### config.mk
export PLATFORM = sky130hd
export DESIGN_NAME = dcmg_clock_gen
export DESIGN_NICKNAME = d
export VERILOG_FILES = /design/src/dcmg_clock_gen.v /design/src/dcmg_pfd.v /design/src/dcmg_sync.v
export VERILOG_INCLUDE_DIRS = /design/src
export SDC_FILE = /design/constraint.sdc
export NUM_CORES = 1
export LEC_CHECK = 0
export ABC_AREA = 1
export BUFFER_PORTS_ARGS = -buffer_cell sky130_fd_sc_hd__buf_2
export CAP_MARGIN = 20
export CORE_MARGIN = 4
export CORE_UTILIZATION = 50
export CTS_BUF_LIST = sky130_fd_sc_hd__clkbuf_4 sky130_fd_sc_hd__clkbuf_8 sky130_fd_sc_hd__clkbuf_16
export DETAILED_ROUTE_END_ITERATION = 12
export GPL_TIMING_DRIVEN = 1
export PLACE_DENSITY = 0.77
export SETUP_SLACK_MARGIN = 0.2
export SLEW_MARGIN = 20
export SYNTH_ARGS = -nofsm -noshare
export SYNTH_HDL_FRONTEND = slang
export SYNTH_SLANG_ARGS = --single-unit
### constraint.sdc
create_clock -name clk_sys -period 2.6 [get_ports clk_sys]
set_clock_uncertainty 0.15 [all_clocks]
set_input_delay 0.78 -clock clk_sys [delete_from_list [all_inputs] [get_ports clk_sys]]
set_output_delay 0.78 -clock clk_sys [all_outputs]
set_load 0.03 [all_outputs]
### src/dcmg_regs.vh
`ifndef DCMG_REGS_VH
`define DCMG_REGS_VH

////////////////////////////////////////////////////////////////////////////////
// Register offsets (byte addresses)
`define DCMG_ADDR_CTRL 4'h0
`define DCMG_ADDR_STATUS 4'h4
`define DCMG_ADDR_VCO 4'h8

// Control word fields
`define DCMG_CTRL_DUAL_BIT 0
`define DCMG_CTRL_SEL_LSB 1
`define DCMG_CTRL_DIV_LSB 3
`define DCMG_CTRL_RST 5'h00

// Status word fields
`define DCMG_STAT_MODE_LSB 0
`define DCMG_STAT_LOCK_BIT 2
`define DCMG_STAT_STRAP_BIT 3

// Clock mode codes
`define DCMG_MODE_EXT 2'h0
`define DCMG_MODE_PLL 2'h1
`define DCMG_MODE_DUAL 2'h2

// Bus responses
`define DCMG_RESP_OKAY 2'h0
`define DCMG_RESP_SLVERR 2'h2

////////////////////////////////////////////////////////////////////////////////
// Loop and lock constants
`define DCMG_VCO_INCR_RST 32'h1000_0000
`define DCMG_VCO_GAIN 32'h0000_1000
`define DCMG_VCO_INCR_MAX 32'hF000_0000
`define DCMG_LOCK_TOL 8'h04
`define DCMG_LOCK_COUNT 8'h10

`endif

### src/dcmg_clock_gen.v
`timescale 1ns/1ps
`default_nettype none
`include "dcmg_regs.vh"

module dcmg_clock_gen (
    // Clock and reset
    input wire clk_sys,
    input wire sys_rst,
    // Clock pins
    input wire pllSupplyStrap,
    input wire sampleRateClockIn,
    input wire dataRateClockIn,
    output wire lockOrRateClockOut,
    output wire [31:0] loopFilterNode,
    // AXI4-Lite write address
    input wire [3:0] s_axi_awaddr,
    input wire s_axi_awvalid,
    output wire s_axi_awready,
    // AXI4-Lite write data
    input wire [31:0] s_axi_wdata,
    input wire [3:0] s_axi_wstrb,
    input wire s_axi_wvalid,
    output wire s_axi_wready,
    // AXI4-Lite write response
    output wire [1:0] s_axi_bresp,
    output wire s_axi_bvalid,
    input wire s_axi_bready,
    // AXI4-Lite read address
    input wire [3:0] s_axi_araddr,
    input wire s_axi_arvalid,
    output wire s_axi_arready,
    // AXI4-Lite read data
    output wire [31:0] s_axi_rdata,
    output wire [1:0] s_axi_rresp,
    output wire s_axi_rvalid,
    input wire s_axi_rready
);

////////////////////////////////////////////////////////////////////////////////
// Helpers

// Low-bit mask for a divide code: 0 -> none, 3 -> three ones
function [3:0] lowMask;
    input [1:0] code;
    begin
        case (code)
            2'h0: lowMask = 4'h0;
            2'h1: lowMask = 4'h1;
            2'h2: lowMask = 4'h3;
            default: lowMask = 4'h7;
        endcase
    end
endfunction

function [1:0] modeOf;
    input strap;
    input dual;
    begin
        if (strap)
            modeOf = `DCMG_MODE_PLL;
        else if (dual)
            modeOf = `DCMG_MODE_DUAL;
        else
            modeOf = `DCMG_MODE_EXT;
    end
endfunction

////////////////////////////////////////////////////////////////////////////////
// Pin synchronisers

wire [2:0] pinSync;
wire strapSync;
wire sampleSync;
wire refSync;
reg sampleDly_r;
reg refDly_r;

dcmg_sync #(
    .WIDTH(3)
) u_sync (
    .clk_sys(clk_sys),
    .sys_rst(sys_rst),
    .asyncIn({pllSupplyStrap, sampleRateClockIn, dataRateClockIn}),
    .syncOut(pinSync)
);

assign strapSync = pinSync[2];
assign sampleSync = pinSync[1];
assign refSync = pinSync[0];

always @(posedge clk_sys)
begin
    if (sys_rst)
    begin
        sampleDly_r <= 1'b0;
        refDly_r <= 1'b0;
    end
    else
    begin
        sampleDly_r <= sampleSync;
        refDly_r <= refSync;
    end
end

////////////////////////////////////////////////////////////////////////////////
// Control register and mode

reg [4:0] ctrl_r;
wire dualClk;
wire [1:0] ratioSel;
wire [1:0] vcoDiv;
wire [1:0] mode;
wire pllMode;

assign dualClk = ctrl_r[`DCMG_CTRL_DUAL_BIT];
assign ratioSel = ctrl_r[`DCMG_CTRL_SEL_LSB +: 2];
assign vcoDiv = ctrl_r[`DCMG_CTRL_DIV_LSB +: 2];
assign mode = modeOf(strapSync, dualClk);
assign pllMode = (mode == `DCMG_MODE_PLL);

////////////////////////////////////////////////////////////////////////////////
// Digital VCO and prescaler, held cleared outside PLL mode

reg [31:0] vcoAcc_r;
reg [31:0] vcoIncr_r;
reg [2:0] preCnt_r;
wire [32:0] vcoSum;
wire vcoTick;
wire preTick;

assign vcoSum = {1'b0, vcoAcc_r} + {1'b0, vcoIncr_r};
assign vcoTick = pllMode && vcoSum[32];
// Prescale field only matters with the PLL running
assign preTick = vcoTick && (({1'b0, preCnt_r} & lowMask(vcoDiv)) == lowMask(vcoDiv));

always @(posedge clk_sys)
begin
    if (sys_rst || !pllMode)
    begin
        vcoAcc_r <= 32'h0000_0000;
        preCnt_r <= 3'h0;
    end
    else
    begin
        vcoAcc_r <= vcoSum[31:0];
        if (vcoTick)
            preCnt_r <= preCnt_r + 3'h1;
    end
end

////////////////////////////////////////////////////////////////////////////////
// Sample clock and divider chain

reg [3:0] divCnt_r;
wire sampleTick;
wire fbEdge;
wire refEdge;

// Sample pin ignored in PLL mode; prescaler output used instead
assign sampleTick = pllMode ? preTick : (sampleSync && !sampleDly_r);
// Chosen bit rises when its lower bits are all ones and it is clear
assign fbEdge = sampleTick && ((divCnt_r & lowMask(ratioSel)) == lowMask(ratioSel)) &&
                !divCnt_r[ratioSel];
assign refEdge = pllMode && refSync && !refDly_r;

always @(posedge clk_sys)
begin
    if (sys_rst)
        divCnt_r <= 4'h0;
    else if (sampleTick)
        divCnt_r <= divCnt_r + 4'h1;
end

////////////////////////////////////////////////////////////////////////////////
// Detector and loop integrator

wire pumpUp;
wire pumpDown;
wire pllLocked;

dcmg_pfd u_pfd (
    .clk_sys(clk_sys),
    .sys_rst(sys_rst),
    .enable(pllMode),
    .refEdge(refEdge),
    .fbEdge(fbEdge),
    .pumpUp(pumpUp),
    .pumpDown(pumpDown),
    .locked(pllLocked)
);

// Clamped so the increment never wraps or stalls the VCO
always @(posedge clk_sys)
begin
    if (sys_rst || !pllMode)
        vcoIncr_r <= `DCMG_VCO_INCR_RST;
    else if (pumpUp && vcoIncr_r < `DCMG_VCO_INCR_MAX)
        vcoIncr_r <= vcoIncr_r + `DCMG_VCO_GAIN;
    else if (pumpDown && vcoIncr_r > `DCMG_VCO_GAIN)
        vcoIncr_r <= vcoIncr_r - `DCMG_VCO_GAIN;
end

assign loopFilterNode = vcoIncr_r;

////////////////////////////////////////////////////////////////////////////////
// Lock or rate clock pin

reg lockOut_r;

always @(posedge clk_sys)
begin
    if (sys_rst)
        lockOut_r <= 1'b0;
    else
    begin
        case (mode)
            `DCMG_MODE_EXT: lockOut_r <= divCnt_r[ratioSel];
            `DCMG_MODE_PLL: lockOut_r <= pllLocked;
            default: lockOut_r <= 1'b0;
        endcase
    end
end

assign lockOrRateClockOut = lockOut_r;

////////////////////////////////////////////////////////////////////////////////
// AXI4-Lite slave

reg awReady_r;
reg awHeld_r;
reg [3:0] awAddr_r;
reg wReady_r;
reg wHeld_r;
reg [31:0] wData_r;
reg [3:0] wStrb_r;
reg bValid_r;
reg [1:0] bResp_r;
reg arReady_r;
reg rValid_r;
reg [31:0] rData_r;
reg [1:0] rResp_r;
wire doWrite;

assign doWrite = awHeld_r && wHeld_r && !bValid_r;

always @(posedge clk_sys)
begin
    if (sys_rst)
    begin
        awReady_r <= 1'b1;
        awHeld_r <= 1'b0;
        awAddr_r <= 4'h0;
        wReady_r <= 1'b1;
        wHeld_r <= 1'b0;
        wData_r <= 32'h0000_0000;
        wStrb_r <= 4'h0;
        bValid_r <= 1'b0;
        bResp_r <= `DCMG_RESP_OKAY;
        ctrl_r <= `DCMG_CTRL_RST;
    end
    else
    begin
        if (awReady_r && s_axi_awvalid)
        begin
            awReady_r <= 1'b0;
            awHeld_r <= 1'b1;
            awAddr_r <= s_axi_awaddr;
        end
        if (wReady_r && s_axi_wvalid)
        begin
            wReady_r <= 1'b0;
            wHeld_r <= 1'b1;
            wData_r <= s_axi_wdata;
            wStrb_r <= s_axi_wstrb;
        end
        if (doWrite)
        begin
            awHeld_r <= 1'b0;
            wHeld_r <= 1'b0;
            awReady_r <= 1'b1;
            wReady_r <= 1'b1;
            bValid_r <= 1'b1;
            bResp_r <= `DCMG_RESP_OKAY;
            // Read-only words take the write silently
            if ({awAddr_r[3:2], 2'b00} == `DCMG_ADDR_CTRL)
            begin
                if (wStrb_r[0])
                    ctrl_r <= wData_r[4:0];
            end
            else if ({awAddr_r[3:2], 2'b00} != `DCMG_ADDR_STATUS &&
                     {awAddr_r[3:2], 2'b00} != `DCMG_ADDR_VCO)
                bResp_r <= `DCMG_RESP_SLVERR;
        end
        else if (bValid_r && s_axi_bready)
            bValid_r <= 1'b0;
    end
end

always @(posedge clk_sys)
begin
    if (sys_rst)
    begin
        arReady_r <= 1'b1;
        rValid_r <= 1'b0;
        rData_r <= 32'h0000_0000;
        rResp_r <= `DCMG_RESP_OKAY;
    end
    else if (arReady_r && s_axi_arvalid)
    begin
        arReady_r <= 1'b0;
        rValid_r <= 1'b1;
        rResp_r <= `DCMG_RESP_OKAY;
        rData_r <= 32'h0000_0000;
        case ({s_axi_araddr[3:2], 2'b00})
            `DCMG_ADDR_CTRL: rData_r <= {27'h0, ctrl_r};
            `DCMG_ADDR_STATUS:
            begin
                rData_r[`DCMG_STAT_MODE_LSB +: 2] <= mode;
                rData_r[`DCMG_STAT_LOCK_BIT] <= pllLocked;
                rData_r[`DCMG_STAT_STRAP_BIT] <= strapSync;
            end
            `DCMG_ADDR_VCO: rData_r <= vcoIncr_r;
            default: rResp_r <= `DCMG_RESP_SLVERR;
        endcase
    end
    else if (rValid_r && s_axi_rready)
    begin
        rValid_r <= 1'b0;
        arReady_r <= 1'b1;
    end
end

assign s_axi_awready = awReady_r;
assign s_axi_wready = wReady_r;
assign s_axi_bvalid = bValid_r;
assign s_axi_bresp = bResp_r;
assign s_axi_arready = arReady_r;
assign s_axi_rvalid = rValid_r;
assign s_axi_rdata = rData_r;
assign s_axi_rresp = rResp_r;

endmodule
`default_nettype wire

### src/dcmg_pfd.v
`timescale 1ns/1ps
`default_nettype none
`include "dcmg_regs.vh"

module dcmg_pfd (
    // Clock and reset
    input wire clk_sys,
    input wire sys_rst,
    // Edge events
    input wire enable,
    input wire refEdge,
    input wire fbEdge,
    // Steering and lock
    output reg pumpUp,
    output reg pumpDown,
    output reg locked
);

localparam ST_IDLE = 2'd0;
localparam ST_UP = 2'd1;
localparam ST_DOWN = 2'd2;

reg [1:0] state_r;
reg [1:0] state_nxt;
reg [7:0] errCnt_r;
reg [7:0] goodCnt_r;
wire closing;

////////////////////////////////////////////////////////////////////////////////
// Three-state detector: reference leads sets up, feedback leads sets down
always @*
begin
    state_nxt = state_r;
    case (state_r)
        ST_IDLE:
        begin
            if (refEdge && !fbEdge)
                state_nxt = ST_UP;
            else if (fbEdge && !refEdge)
                state_nxt = ST_DOWN;
        end
        ST_UP:
        begin
            if (fbEdge)
                state_nxt = ST_IDLE;
        end
        ST_DOWN:
        begin
            if (refEdge)
                state_nxt = ST_IDLE;
        end
        default:
            state_nxt = ST_IDLE;
    endcase
end

// One comparison ends here, or both edges met at once
assign closing = (state_r != ST_IDLE && state_nxt == ST_IDLE) ||
                 (state_r == ST_IDLE && refEdge && fbEdge);

always @(posedge clk_sys)
begin
    if (sys_rst || !enable)
    begin
        state_r <= ST_IDLE;
        errCnt_r <= 8'h00;
        goodCnt_r <= 8'h00;
        pumpUp <= 1'b0;
        pumpDown <= 1'b0;
        locked <= 1'b0;
    end
    else
    begin
        state_r <= state_nxt;
        pumpUp <= (state_nxt == ST_UP);
        pumpDown <= (state_nxt == ST_DOWN);
        if (closing)
        begin
            errCnt_r <= 8'h00;
            // Lock needs a run of small errors, one bad compare drops it
            if (errCnt_r <= `DCMG_LOCK_TOL)
            begin
                if (goodCnt_r != `DCMG_LOCK_COUNT)
                    goodCnt_r <= goodCnt_r + 8'h01;
            end
            else
                goodCnt_r <= 8'h00;
        end
        else if (state_r != ST_IDLE && errCnt_r != 8'hFF)
            errCnt_r <= errCnt_r + 8'h01;
        locked <= (goodCnt_r == `DCMG_LOCK_COUNT);
    end
end

endmodule
`default_nettype wire

### src/dcmg_sync.v
`timescale 1ns/1ps
`default_nettype none

module dcmg_sync #(
    parameter WIDTH = 3
) (
    // Clock and reset
    input wire clk_sys,
    input wire sys_rst,
    // Asynchronous levels in, synchronised levels out
    input wire [WIDTH-1:0] asyncIn,
    output wire [WIDTH-1:0] syncOut
);

////////////////////////////////////////////////////////////////////////////////
// First stage feeds only the second stage
reg [WIDTH-1:0] meta_r;
reg [WIDTH-1:0] sync_r;

always @(posedge clk_sys)
begin
    if (sys_rst)
    begin
        meta_r <= {WIDTH{1'b0}};
        sync_r <= {WIDTH{1'b0}};
    end
    else
    begin
        meta_r <= asyncIn;
        sync_r <= meta_r;
    end
end

assign syncOut = sync_r;

endmodule
`default_nettype wire
==> results of run 1 <==
## layout make-up
| class | count | share of cell area |
|---|---|---|
| inverter | 107 | 0.0510 |
| clock buffer | 20 | 0.0585 |
| sequential | 124 | 0.315 |
| tap | 168 | 0.0267 |
| timing repair buffer | 106 | 0.0786 |
| multi-input combinational | 645 | 0.448 |
| clock inverter | 11 | 0.0213 |
## metrics by stage
| stage | power (mW) | hold slack, ns | instance area, µm² |
|---|---|---|---|
| final | 4.65 | 0.252 | 7880 |
| after global routing | 4.79 | 0.277 | 7880 |
| after CTS | 4.68 | 0.253 | 7620 |
| after detailed placement | 2.20 | 0.246 | 6980 |
| after global placement | 2.20 | 0.240 | 6980 |
| after floorplan | 2.17 | 0.238 | 6430 |
## flip-flops by register name (all words and copies together) (netlist names), 4 cells and up
name / flops
loopFilterNode: 20
ctrl_r: 5
divCnt_r: 4
u_pfd.errCnt_r: 8
vcoAcc_r: 20
wData_r: 5
u_pfd.goodCnt_r: 8
s_axi_rdata: 25
## per-layer routing
| metal | GRT usage | share of wire | vias to the layer above |
|---|---|---|---|
| met5 | 0 | 0 | - |
| met4 | 0.0907 | 0.029 | 0 |
| met3 | 0.0505 | 0.053 | 36 |
| met2 | 0.367 | 0.50 | 192 |
| met1 | 0.253 | 0.42 | 2782 |
| li1 | - | - | 3152 |
## synth_stat cells (all sizes together)
cell / n
ha: 29
fa: 1
clkbuf: 17
o211ai: 5
nor3b: 3
nand2: 198
o21ai: 69
nand3: 32
nor2: 97
o21a: 8
inv: 107
a211oi: 3
o31ai: 1
a41oi: 2
a31oi: 10
dfxtp: 124
a31o: 2
a21oi: 107
xor2: 4
conb: 1
o21bai: 5
and3: 1
a22oi: 1
nand4: 17
buf: 27
nor3: 23
o211a: 1
nor4: 5
## worst max-delay path: cells and delay by family (launching register included)
family	cells	cell delay, ns
buffers and inverters	2	0.16
flip-flops	1	0.34
AO/OA/AOI/OAI	4	0.57
AND/OR/NAND/NOR	7	0.51
adder cells (fa/ha/maj)	2	0.54
## cell families (layout without fill, tap and decap cells)
group	count (synthesis)	in the layout	synth area share
buf+inv	151	244	0.104
compound gates	214	214	0.184
fa+ha+maj	30	30	0.0603
flops	124	124	0.391
simple gates	376	376	0.256
xor+xnor	4	4	0.00551
other cells	1	21	0.000590
## timing repair
action / CTS / global route
buffers inserted: 0 / 4
pin swaps: 0 / 9
setup endpoints to repair: 13 / 37
resized for setup: 5 / 40
## where the power goes
part           switching, mW  total (mW)  leakage, nW  internal [mW]
registers             0.0176        1.95         1.01           1.93
logic                  0.157       0.213         2.13         0.0558
clock network          0.836        2.49        0.305           1.65
total                   1.01        4.65         3.44           3.64
## how the worst max path moves through the flow
stage	start	cells past startpoint	slack (ns)	endpoint
floorplan	loopFilterNode[12]	15	0.23	u_pfd.errCnt_r[7]
global placement	loopFilterNode[12]	14	0.15	vcoAcc_r[30]
detailed placement	loopFilterNode[12]	15	0.12	u_pfd.errCnt_r[7]
CTS	loopFilterNode[12]	15	0.20	u_pfd.goodCnt_r[2]
global route	vcoAcc_r[12]	15	0.07	vcoAcc_r[30]
finish	loopFilterNode[12]	15	0.25	vcoAcc_r[30]
==> results.ini, run 1 <==
[outcome]
status = finished, final reports clean

[sta]
post-route-period-util = 0.902
max_freq_mhz = 426
final_max_slew_viol_count = 0
final.setup.worst_slack_ns = 0.254
final-hold-violation-count = 0
setup_viol = 0
worst_pin_slew_ns = 0.714
finalCriticalPeriod_ns = 2.35
slew_headroom = 0.524
rsz0062_at_grt = true
setup_tns_ns = 0

[die]
die_h_um = 121
rows = 40
core_um2 = 12200
start_util = 0.520
die_area_um2 = 14600
fp.dieW_um = 121
ios = 128

[cells_and_area]
nets = 1085
diodes = 0
mostFrequentLayoutCells = 188 x nand2_1, 122 x dfxtp_1, 102 x inv_1
multi_input_area_um2 = 3530
drive_gt1_frac = 0.192
final_common_cell = nand2_1
area_growth_pct = 24.0
fill_cells = 1052
seq_area_um2 = 2480
fin_cells = 1181
fin_util = 0.645

[grt]
antenna_found_initial = 0
grt.overflow.total = 0
grt_max_degree = 38
grt_pass1_wl_um = 25100
gr-usage-all-layers = 0.213
grt_pass1_vias = 5536

[power_and_ir_drop]
power_density_nw_per_um2 = 591
max-vdd-ir-drop_v = 0.000451
cellLeakagePower_nw = 3.44

[drt]
drc = 0
vias_per_cell = 5.22
vias = 6162
drtIter0Drc = 345
ant_nets = 0
wl_um = 16300
firstDrtPassIters = 5
wl_per_cell_um = 13.8

[worst_setup_path]
crit_fanout = 3
crit_type = reg2reg
critical_path.max_stage_delay_ns = 0.36
crit_chain = ha_4, fa_2, nand2_2, nand2_1, o21ai_2, inv_2, a21oi_4, inv_2, nand2_1, nand2_2, a21oi_4, o21bai_2, nand2_1, nand2_1, nor2_1
cp_data_arrival_time_ns = 2.55
r2r-start = loopFilterNode[12]
crit_path_end_kind = flop
r2r_cells = 15
crit_path_top_delay_cell = fa_2
r2r_slack_ns = 0.25
r2r-end = vcoAcc_r[30]
cp.required_ns = 2.81
cpMostUsedCell = nand2_1
worstSetupStartpointType = flop

[yosys]
synth_area_um2 = 6350
synthTopCellsByArea = dfxtp_1 39%, nand2_1 11%, a21oi_1 8.4%
ys_seq_area_frac = 0.391
avgSynthCellArea_um2 = 7.06
postSynthCellCount = 900
ys_types = 42
synth_top_area_share = 0.391
ys.warnings.count = 0
synth-seq-cells = 124
synth_area_leader_cell = dfxtp_1

[placed_design]
dp.final_hpwl_um = 11100
dp.cells = 1146
gp_congestion = 0.933
io_buffer_count = 72
dp_slack_ns = 0.124

[hold_path]
holdPathEnd = u_sync.syncOut[1]
hold_path_startpoint = u_sync.meta_r[1]
worstHoldPathType = reg2reg
hold_depth = 2

[clock_network]
cts_sinks = 124
clock-root-buffer = clkbuf_16
clk_latency_ns = 0.42
cts_max_level = 4
cts_tree = built
postCtsHoldBufs = 0
clockBufferDepth = 2
path_clk_slew_ns = 0.06
numCtsBuffers = 17

[flow_run]
cap_violations = 0

Power figures use the tool's default switching activity.
==> run 2: changes to the inputs <==
CORE_UTILIZATION = 35   (was 50)
PLACE_DENSITY = default   (was 0.77)
==> run 2 against run 1 <==
Net effect: maximum frequency grew 2.2%; first-iteration DRC count shrank 9.9%; sequential cell count is the same; critical path depth is the same; largest cell class unchanged.
==> results.ini, run 2 (synthesis gave the netlist of run 1 again) <==
[placed_design]
gp_congestion = 0.898  ; -3.7%
placed_area_um2 = 7050  ; +1.1%
dp.cells = 1205  ; +5.1%
io_buffer_count = 72  ; unchanged
dp.final_hpwl_um = 11600  ; +5.0%

[worst_setup_path]
crit_chain = ha_4, fa_2, nand2_2, nand2_2, o21ai_2, inv_2, a21oi_2, inv_1, nand2_1, nand2_2, a21oi_4, o21bai_1, nand2_1, nand2_1, nor2_1
path_depth = 15  ; unchanged
cp_num_buf_inv = 2  ; unchanged
cp_data_arrival_time_ns = 2.50  ; -0.05 ns
crit_path_end_kind = flop
worstSetupStartpointType = flop
crit_type = reg2reg
crit_path_top_delay_cell = fa_2
cp.required_ns = 2.80  ; about the same
crit_fanout = 4  ; +1
r2r_cells = 15  ; unchanged
critical_path.top_delay_family = adder cells
r2r_slack_ns = 0.30  ; +0.05 ns
critical_path.max_stage_delay_ns = 0.38  ; +0.02 ns

[grt]
grt_max_degree = 38  ; unchanged
grt.overflow.total = 0  ; unchanged
grt_pass1_wl_um = 26800  ; +6.6%
antenna_found_initial = 0  ; unchanged
grt_pass1_vias = 5561  ; +0.45%
gr-usage-all-layers = 0.162  ; -0.0509

[power_and_ir_drop]
pwr-share-comb = 0.048  ; +0.002
max-vdd-ir-drop_v = 0.000467  ; +3.7%
power_density_nw_per_um2 = 561  ; -5.0%
switching_share = 0.240  ; +0.0225
cellLeakagePower_nw = 3.41  ; -0.90%
seqPwrFrac = 0.434  ; +0.015
power.internal_mw = 3.41  ; -6.3%
pwr-share-clk = 0.518  ; -0.017
switchingPower_mw = 1.08  ; +6.4%

[drt]
wl_per_cell_um = 13.1  ; -4.8%
wl_um = 16400  ; +0.39%
drtIter0Drc = 311  ; -9.9%
vias_per_cell = 4.86  ; -6.9%
firstDrtPassIters = 4  ; -1
drc = 0  ; unchanged
vias = 6047  ; -1.9%
ant_nets = 0  ; unchanged

[sta]
post-route-period-util = 0.883  ; -0.0195
worst_pin_slew_ns = 0.503  ; -0.211 ns
final_max_slew_viol_count = 0  ; unchanged
max_freq_mhz = 436  ; +2.2%
hold_ws_ns = 0.249  ; -0.00280 ns
setup_tns_ns = 0  ; unchanged
setup_viol = 0  ; unchanged
finalCriticalPeriod_ns = 2.30  ; -0.0507 ns
final-hold-violation-count = 0  ; unchanged
slew_headroom = 0.662  ; +0.138
rsz0062_at_grt = true

[die]
die_area_um2 = 20400  ; +40%
rows = 49  ; +23%
die_h_um = 143  ; +18%
core_um2 = 17900  ; +47%
start_util = 0.355  ; -0.165
ios = 128  ; unchanged
fp.dieW_um = 143  ; +18%

[outcome]
status = finished, final reports clean

[clock_network]
cts_max_level = 4  ; unchanged
clockBufferDepth = 2  ; unchanged
cts_sinks = 124  ; unchanged
clk_latency_ns = 0.42  ; about the same
path_clk_slew_ns = 0.06  ; about the same
clock-root-buffer = clkbuf_16
numCtsBuffers = 17  ; unchanged
postCtsHoldBufs = 0  ; unchanged
cts_tree = built

[cells_and_area]
fin_util = 0.447  ; -0.198
area_growth_pct = 25.9
mostFrequentLayoutCells = 185 x nand2_1, 121 x dfxtp_1, 103 x inv_1
nets = 1087  ; +0.18%
fin_cells = 1245  ; +5.4%
seq_area_um2 = 2490  ; +0.15%
drive_gt1_frac = 0.197  ; +0.00435
diodes = 0  ; unchanged
final_area_um2 = 8000  ; +1.5%
largest_reg_flops = 25  ; unchanged
fill_cells = 1847  ; +76%
final_common_cell = nand2_1
multi_input_area_um2 = 3580  ; +1.5%

[flow_run]
cap_violations = 0  ; unchanged

[hold_path]
worstHoldPathType = reg2reg
hold_depth = 2  ; unchanged

## run 2: area by class of cell
type                       count  share of cell area
timing repair buffer         108              0.0809
clock buffer                  21              0.0601
tap                          229              0.0358
sequential                   124               0.311
inverter                     107              0.0502
clock inverter                11              0.0136
multi-input combinational    645               0.448
## run 2: timing repair
action                                 4_1_cts  5_1_grt
setup endpoints to repair                   19       34
endpoints found under the hold margin        0        0
setup buffers                                0        8
pin swaps                                    0       10
gates resized for setup                      7       42
## run 2: stage by stage
stage | power (mW) | worst slack [ns]
after floorplan | 2.17 | 0.233
after global placement | 2.20 | 0.0948
after detailed placement | 2.20 | 0.0291
after CTS | 4.55 | 0.202
after global routing | 4.67 | 0.136
final | 4.49 | 0.304
## run 2: worst paths after layout
kind,start,to
min,u_sync.meta_r[0],u_sync.syncOut[0]
max reg2reg,loopFilterNode[12],vcoAcc_r[30]
max,loopFilterNode[12],vcoAcc_r[30]
min reg2reg,u_sync.meta_r[0],u_sync.syncOut[0]
## run 2: tightest hold or removal path, stage by stage (launching register included)
cell and delay (ns):
dfxtp_1 0.29, inv_1 0.04, nor2_1 0.03
## run 2: metal layers
| metal | GRT usage | up-vias | routed length (µm) |
|---|---|---|---|
| met2 | 0.279 | 96 | 8030 |
| li1 | - | 3155 | - |
| met3 | 0.0372 | 18 | 568 |
| met1 | 0.201 | 2778 | 7450 |
| met4 | 0.0535 | 0 | 316 |
| met5 | 0 | - | 0 |
## run 2: power by group through the flow
stage | registers [mW] | logic [mW] | clock network, mW
floorplan | 2.00 | 0.164 | 0
global placement | 1.99 | 0.209 | 0
detailed placement | 1.99 | 0.211 | 0
CTS | 1.95 | 0.211 | 2.38
global route | 1.95 | 0.242 | 2.48
finish | 1.95 | 0.216 | 2.32
==> run 3: changes to the inputs <==
CTS_CLUSTER_SIZE = 16   (was default)
PLACE_DENSITY_LB_ADDON = 0.05   (was default)
==> run 3 against run 2 <==
Net effect: clock-buffer cell count down 2; design area decreased by 0.38%; final cell count is 0.24% higher; sequential share of layout area grew 0.070 points; worst setup slack improved by 0.00057 ns; first-iteration DRC count decreased by 11%; routed wire length is 3.1% higher; sequential cell count did not move; utilization fell by 0.17 points; combinational power hardly changed; hold slack gained 0.0014 ns; critical path type unchanged; largest cell class unchanged.
==> results.ini, run 3 (synthesis gave the netlist of run 1 again) <==
[outcome]
status = finished, final reports clean

[drt]
drc = 0  ; unchanged
vias_per_cell = 4.75  ; -2.1%
ant_nets = 0  ; unchanged
wl_per_cell_um = 13.5  ; +2.8%
firstDrtPassIters = 5  ; +1
vias = 5932  ; -1.9%
drtIter0Drc = 278  ; -11%
wl_um = 16900  ; +3.1%

[power_and_ir_drop]
p_total_mw = 4.60  ; +2.6%
max-vdd-ir-drop_v = 0.000443  ; -5.2%
power_density_nw_per_um2 = 578  ; +3.0%
cellLeakagePower_nw = 3.46  ; +1.4%

[placed_design]
gp_congestion = 0.852  ; -5.1%
dp.final_hpwl_um = 12300  ; +5.9%
io_buffer_count = 72  ; unchanged
dp.cells = 1211  ; +0.50%

[clock_network]
cts_tree = built
path_clk_slew_ns = 0.06  ; about the same
clk_latency_ns = 0.41  ; about the same
clockBufferDepth = 2  ; unchanged
cts_sinks = 124  ; unchanged
numCtsBuffers = 17  ; unchanged
cts_max_level = 4  ; unchanged
clock-root-buffer = clkbuf_16
postCtsHoldBufs = 0  ; unchanged

[cells_and_area]
mostFrequentLayoutCells = 189 x nand2_1, 122 x dfxtp_1, 103 x inv_1
fin_util = 0.445  ; -0.00168
final_common_cell = nand2_1
nets = 1090  ; +0.28%
area_growth_pct = 25.4
diodes = 0  ; unchanged
fin_cells = 1248  ; +0.24%
drive_gt1_frac = 0.191  ; -0.00549
fill_cells = 1905  ; +3.1%
largest_reg_flops = 25  ; unchanged

[die]
rows = 49  ; unchanged
die_h_um = 143  ; unchanged
die_area_um2 = 20400  ; unchanged
core_um2 = 17900  ; unchanged
fp.dieW_um = 143  ; unchanged
start_util = 0.355  ; unchanged
ios = 128  ; unchanged

[flow_run]
cap_violations = 0  ; unchanged

[sta]
setup_viol = 0  ; unchanged
worst_pin_slew_ns = 0.779  ; +0.276 ns
setup_tns_ns = 0  ; unchanged
post-route-period-util = 0.883  ; about the same
final_max_slew_viol_count = 0  ; unchanged
slew_headroom = 0.480  ; -0.182
finalCriticalPeriod_ns = 2.30  ; -0.000575 ns
rsz0062_at_grt = true
max_freq_mhz = 436  ; about the same
hold_ws_ns = 0.251  ; +0.00135 ns
final-hold-violation-count = 0  ; unchanged

[worst_setup_path]
crit_fanout = 7  ; +3
worstSetupStartpointType = flop
crit_type = reg2reg
cp_data_arrival_time_ns = 2.42  ; -0.08 ns
cp.required_ns = 2.72  ; -0.08 ns
crit_path_end_kind = flop

[grt]
grt.overflow.total = 0  ; unchanged
gr-usage-all-layers = 0.169  ; +0.00713
grt_pass1_vias = 5645  ; +1.5%
grt_pass1_wl_um = 27800  ; +3.9%
grt_max_degree = 38  ; unchanged
antenna_found_initial = 0  ; unchanged

[hold_path]
worstHoldPathType = reg2reg

-- run 3: changes by cell type in the layout (fill, tap and decap cells not counted), moves of 3 or more --
cell,previous run,this run
nand2_2,8,5
ha_4,15,12
clkinvlp_4,4,1
clkbuf_8,4,0
ha_1,14,17
nand2_1,185,189
-- run 3: what timing repair did --
action | 4_1_cts | 5_1_grt
buffers inserted | 0 | 5
endpoints found under the hold margin | 0 | 0
endpoints found under the setup margin | 17 | 28
pin swaps | 1 | 3
gates resized for setup | 4 | 30
-- run 3: worst max-delay path: stages, from the launching register on --
cell and delay (ns):
dfxtp_1 0.34, ha_1 0.35, nand2_1 0.10, nor2_2 0.15
nand2_1 0.07, nor2_1 0.11, nand2_2 0.06, nand3_2 0.12
nand3_2 0.10, nand2_4 0.10, nand2_4 0.05, nand2_4 0.11
buf_6 0.13, nand4_1 0.08, nand2_1 0.09, nor2_1 0.04
-- run 3: cell type report --
| cell class | instances | area (µm²) | area share |
|---|---|---|---|
| Multi-Input combinational cell | 645 | 3510 | 0.440 |
| Clock inverter | 13 | 165 | 0.0207 |
| Sequential cell | 124 | 2480 | 0.312 |
| Clock buffer | 19 | 440 | 0.0553 |
| Tap cell | 229 | 287 | 0.0360 |
| Inverter | 107 | 402 | 0.0504 |
| Timing Repair Buffer | 111 | 682 | 0.0856 |
-- run 3: where the power goes --
part           switching, mW  internal, mW  total (mW)  leakage (nW)
logic                  0.158        0.0566       0.214          2.15
clock network          0.906          1.54        2.44         0.299
registers             0.0165          1.93        1.95          1.01
total                   1.08          3.52        4.60          3.46
-- run 3: worst paths after layout --
check | from | endpoint | slack, ns | depth (start not counted)
worst max-delay path | loopFilterNode[23] | u_pfd.goodCnt_r[1] | 0.30 | 15
worst max register to register | loopFilterNode[23] | u_pfd.goodCnt_r[1] | 0.30 | 15
worst min-delay path | u_sync.meta_r[1] | u_sync.syncOut[1] | 0.25 | 2
worst min register to register | u_sync.meta_r[1] | u_sync.syncOut[1] | 0.25 | 2
-- run 3: layer usage --
metal / track usage / vias up / routed length (µm)
met4: 0.0440 / 0 / 173
met3: 0.0382 / 15 / 607
li1: - / 3151 / -
met5: 0 / - / 0
met2: 0.302 / 91 / 8450
met1: 0.206 / 2675 / 7630
-- run 3: stage by stage --
step | instance area [µm²] | worst slack [ns]
6_report | 7970 | 0.305
5_1_grt | 7970 | 0.124
4_1_cts | 7730 | 0.212
3_5_place_dp | 7110 | 0.101
3_3_place_gp | 7110 | 0.0951
2_1_floorplan | 6430 | 0.233
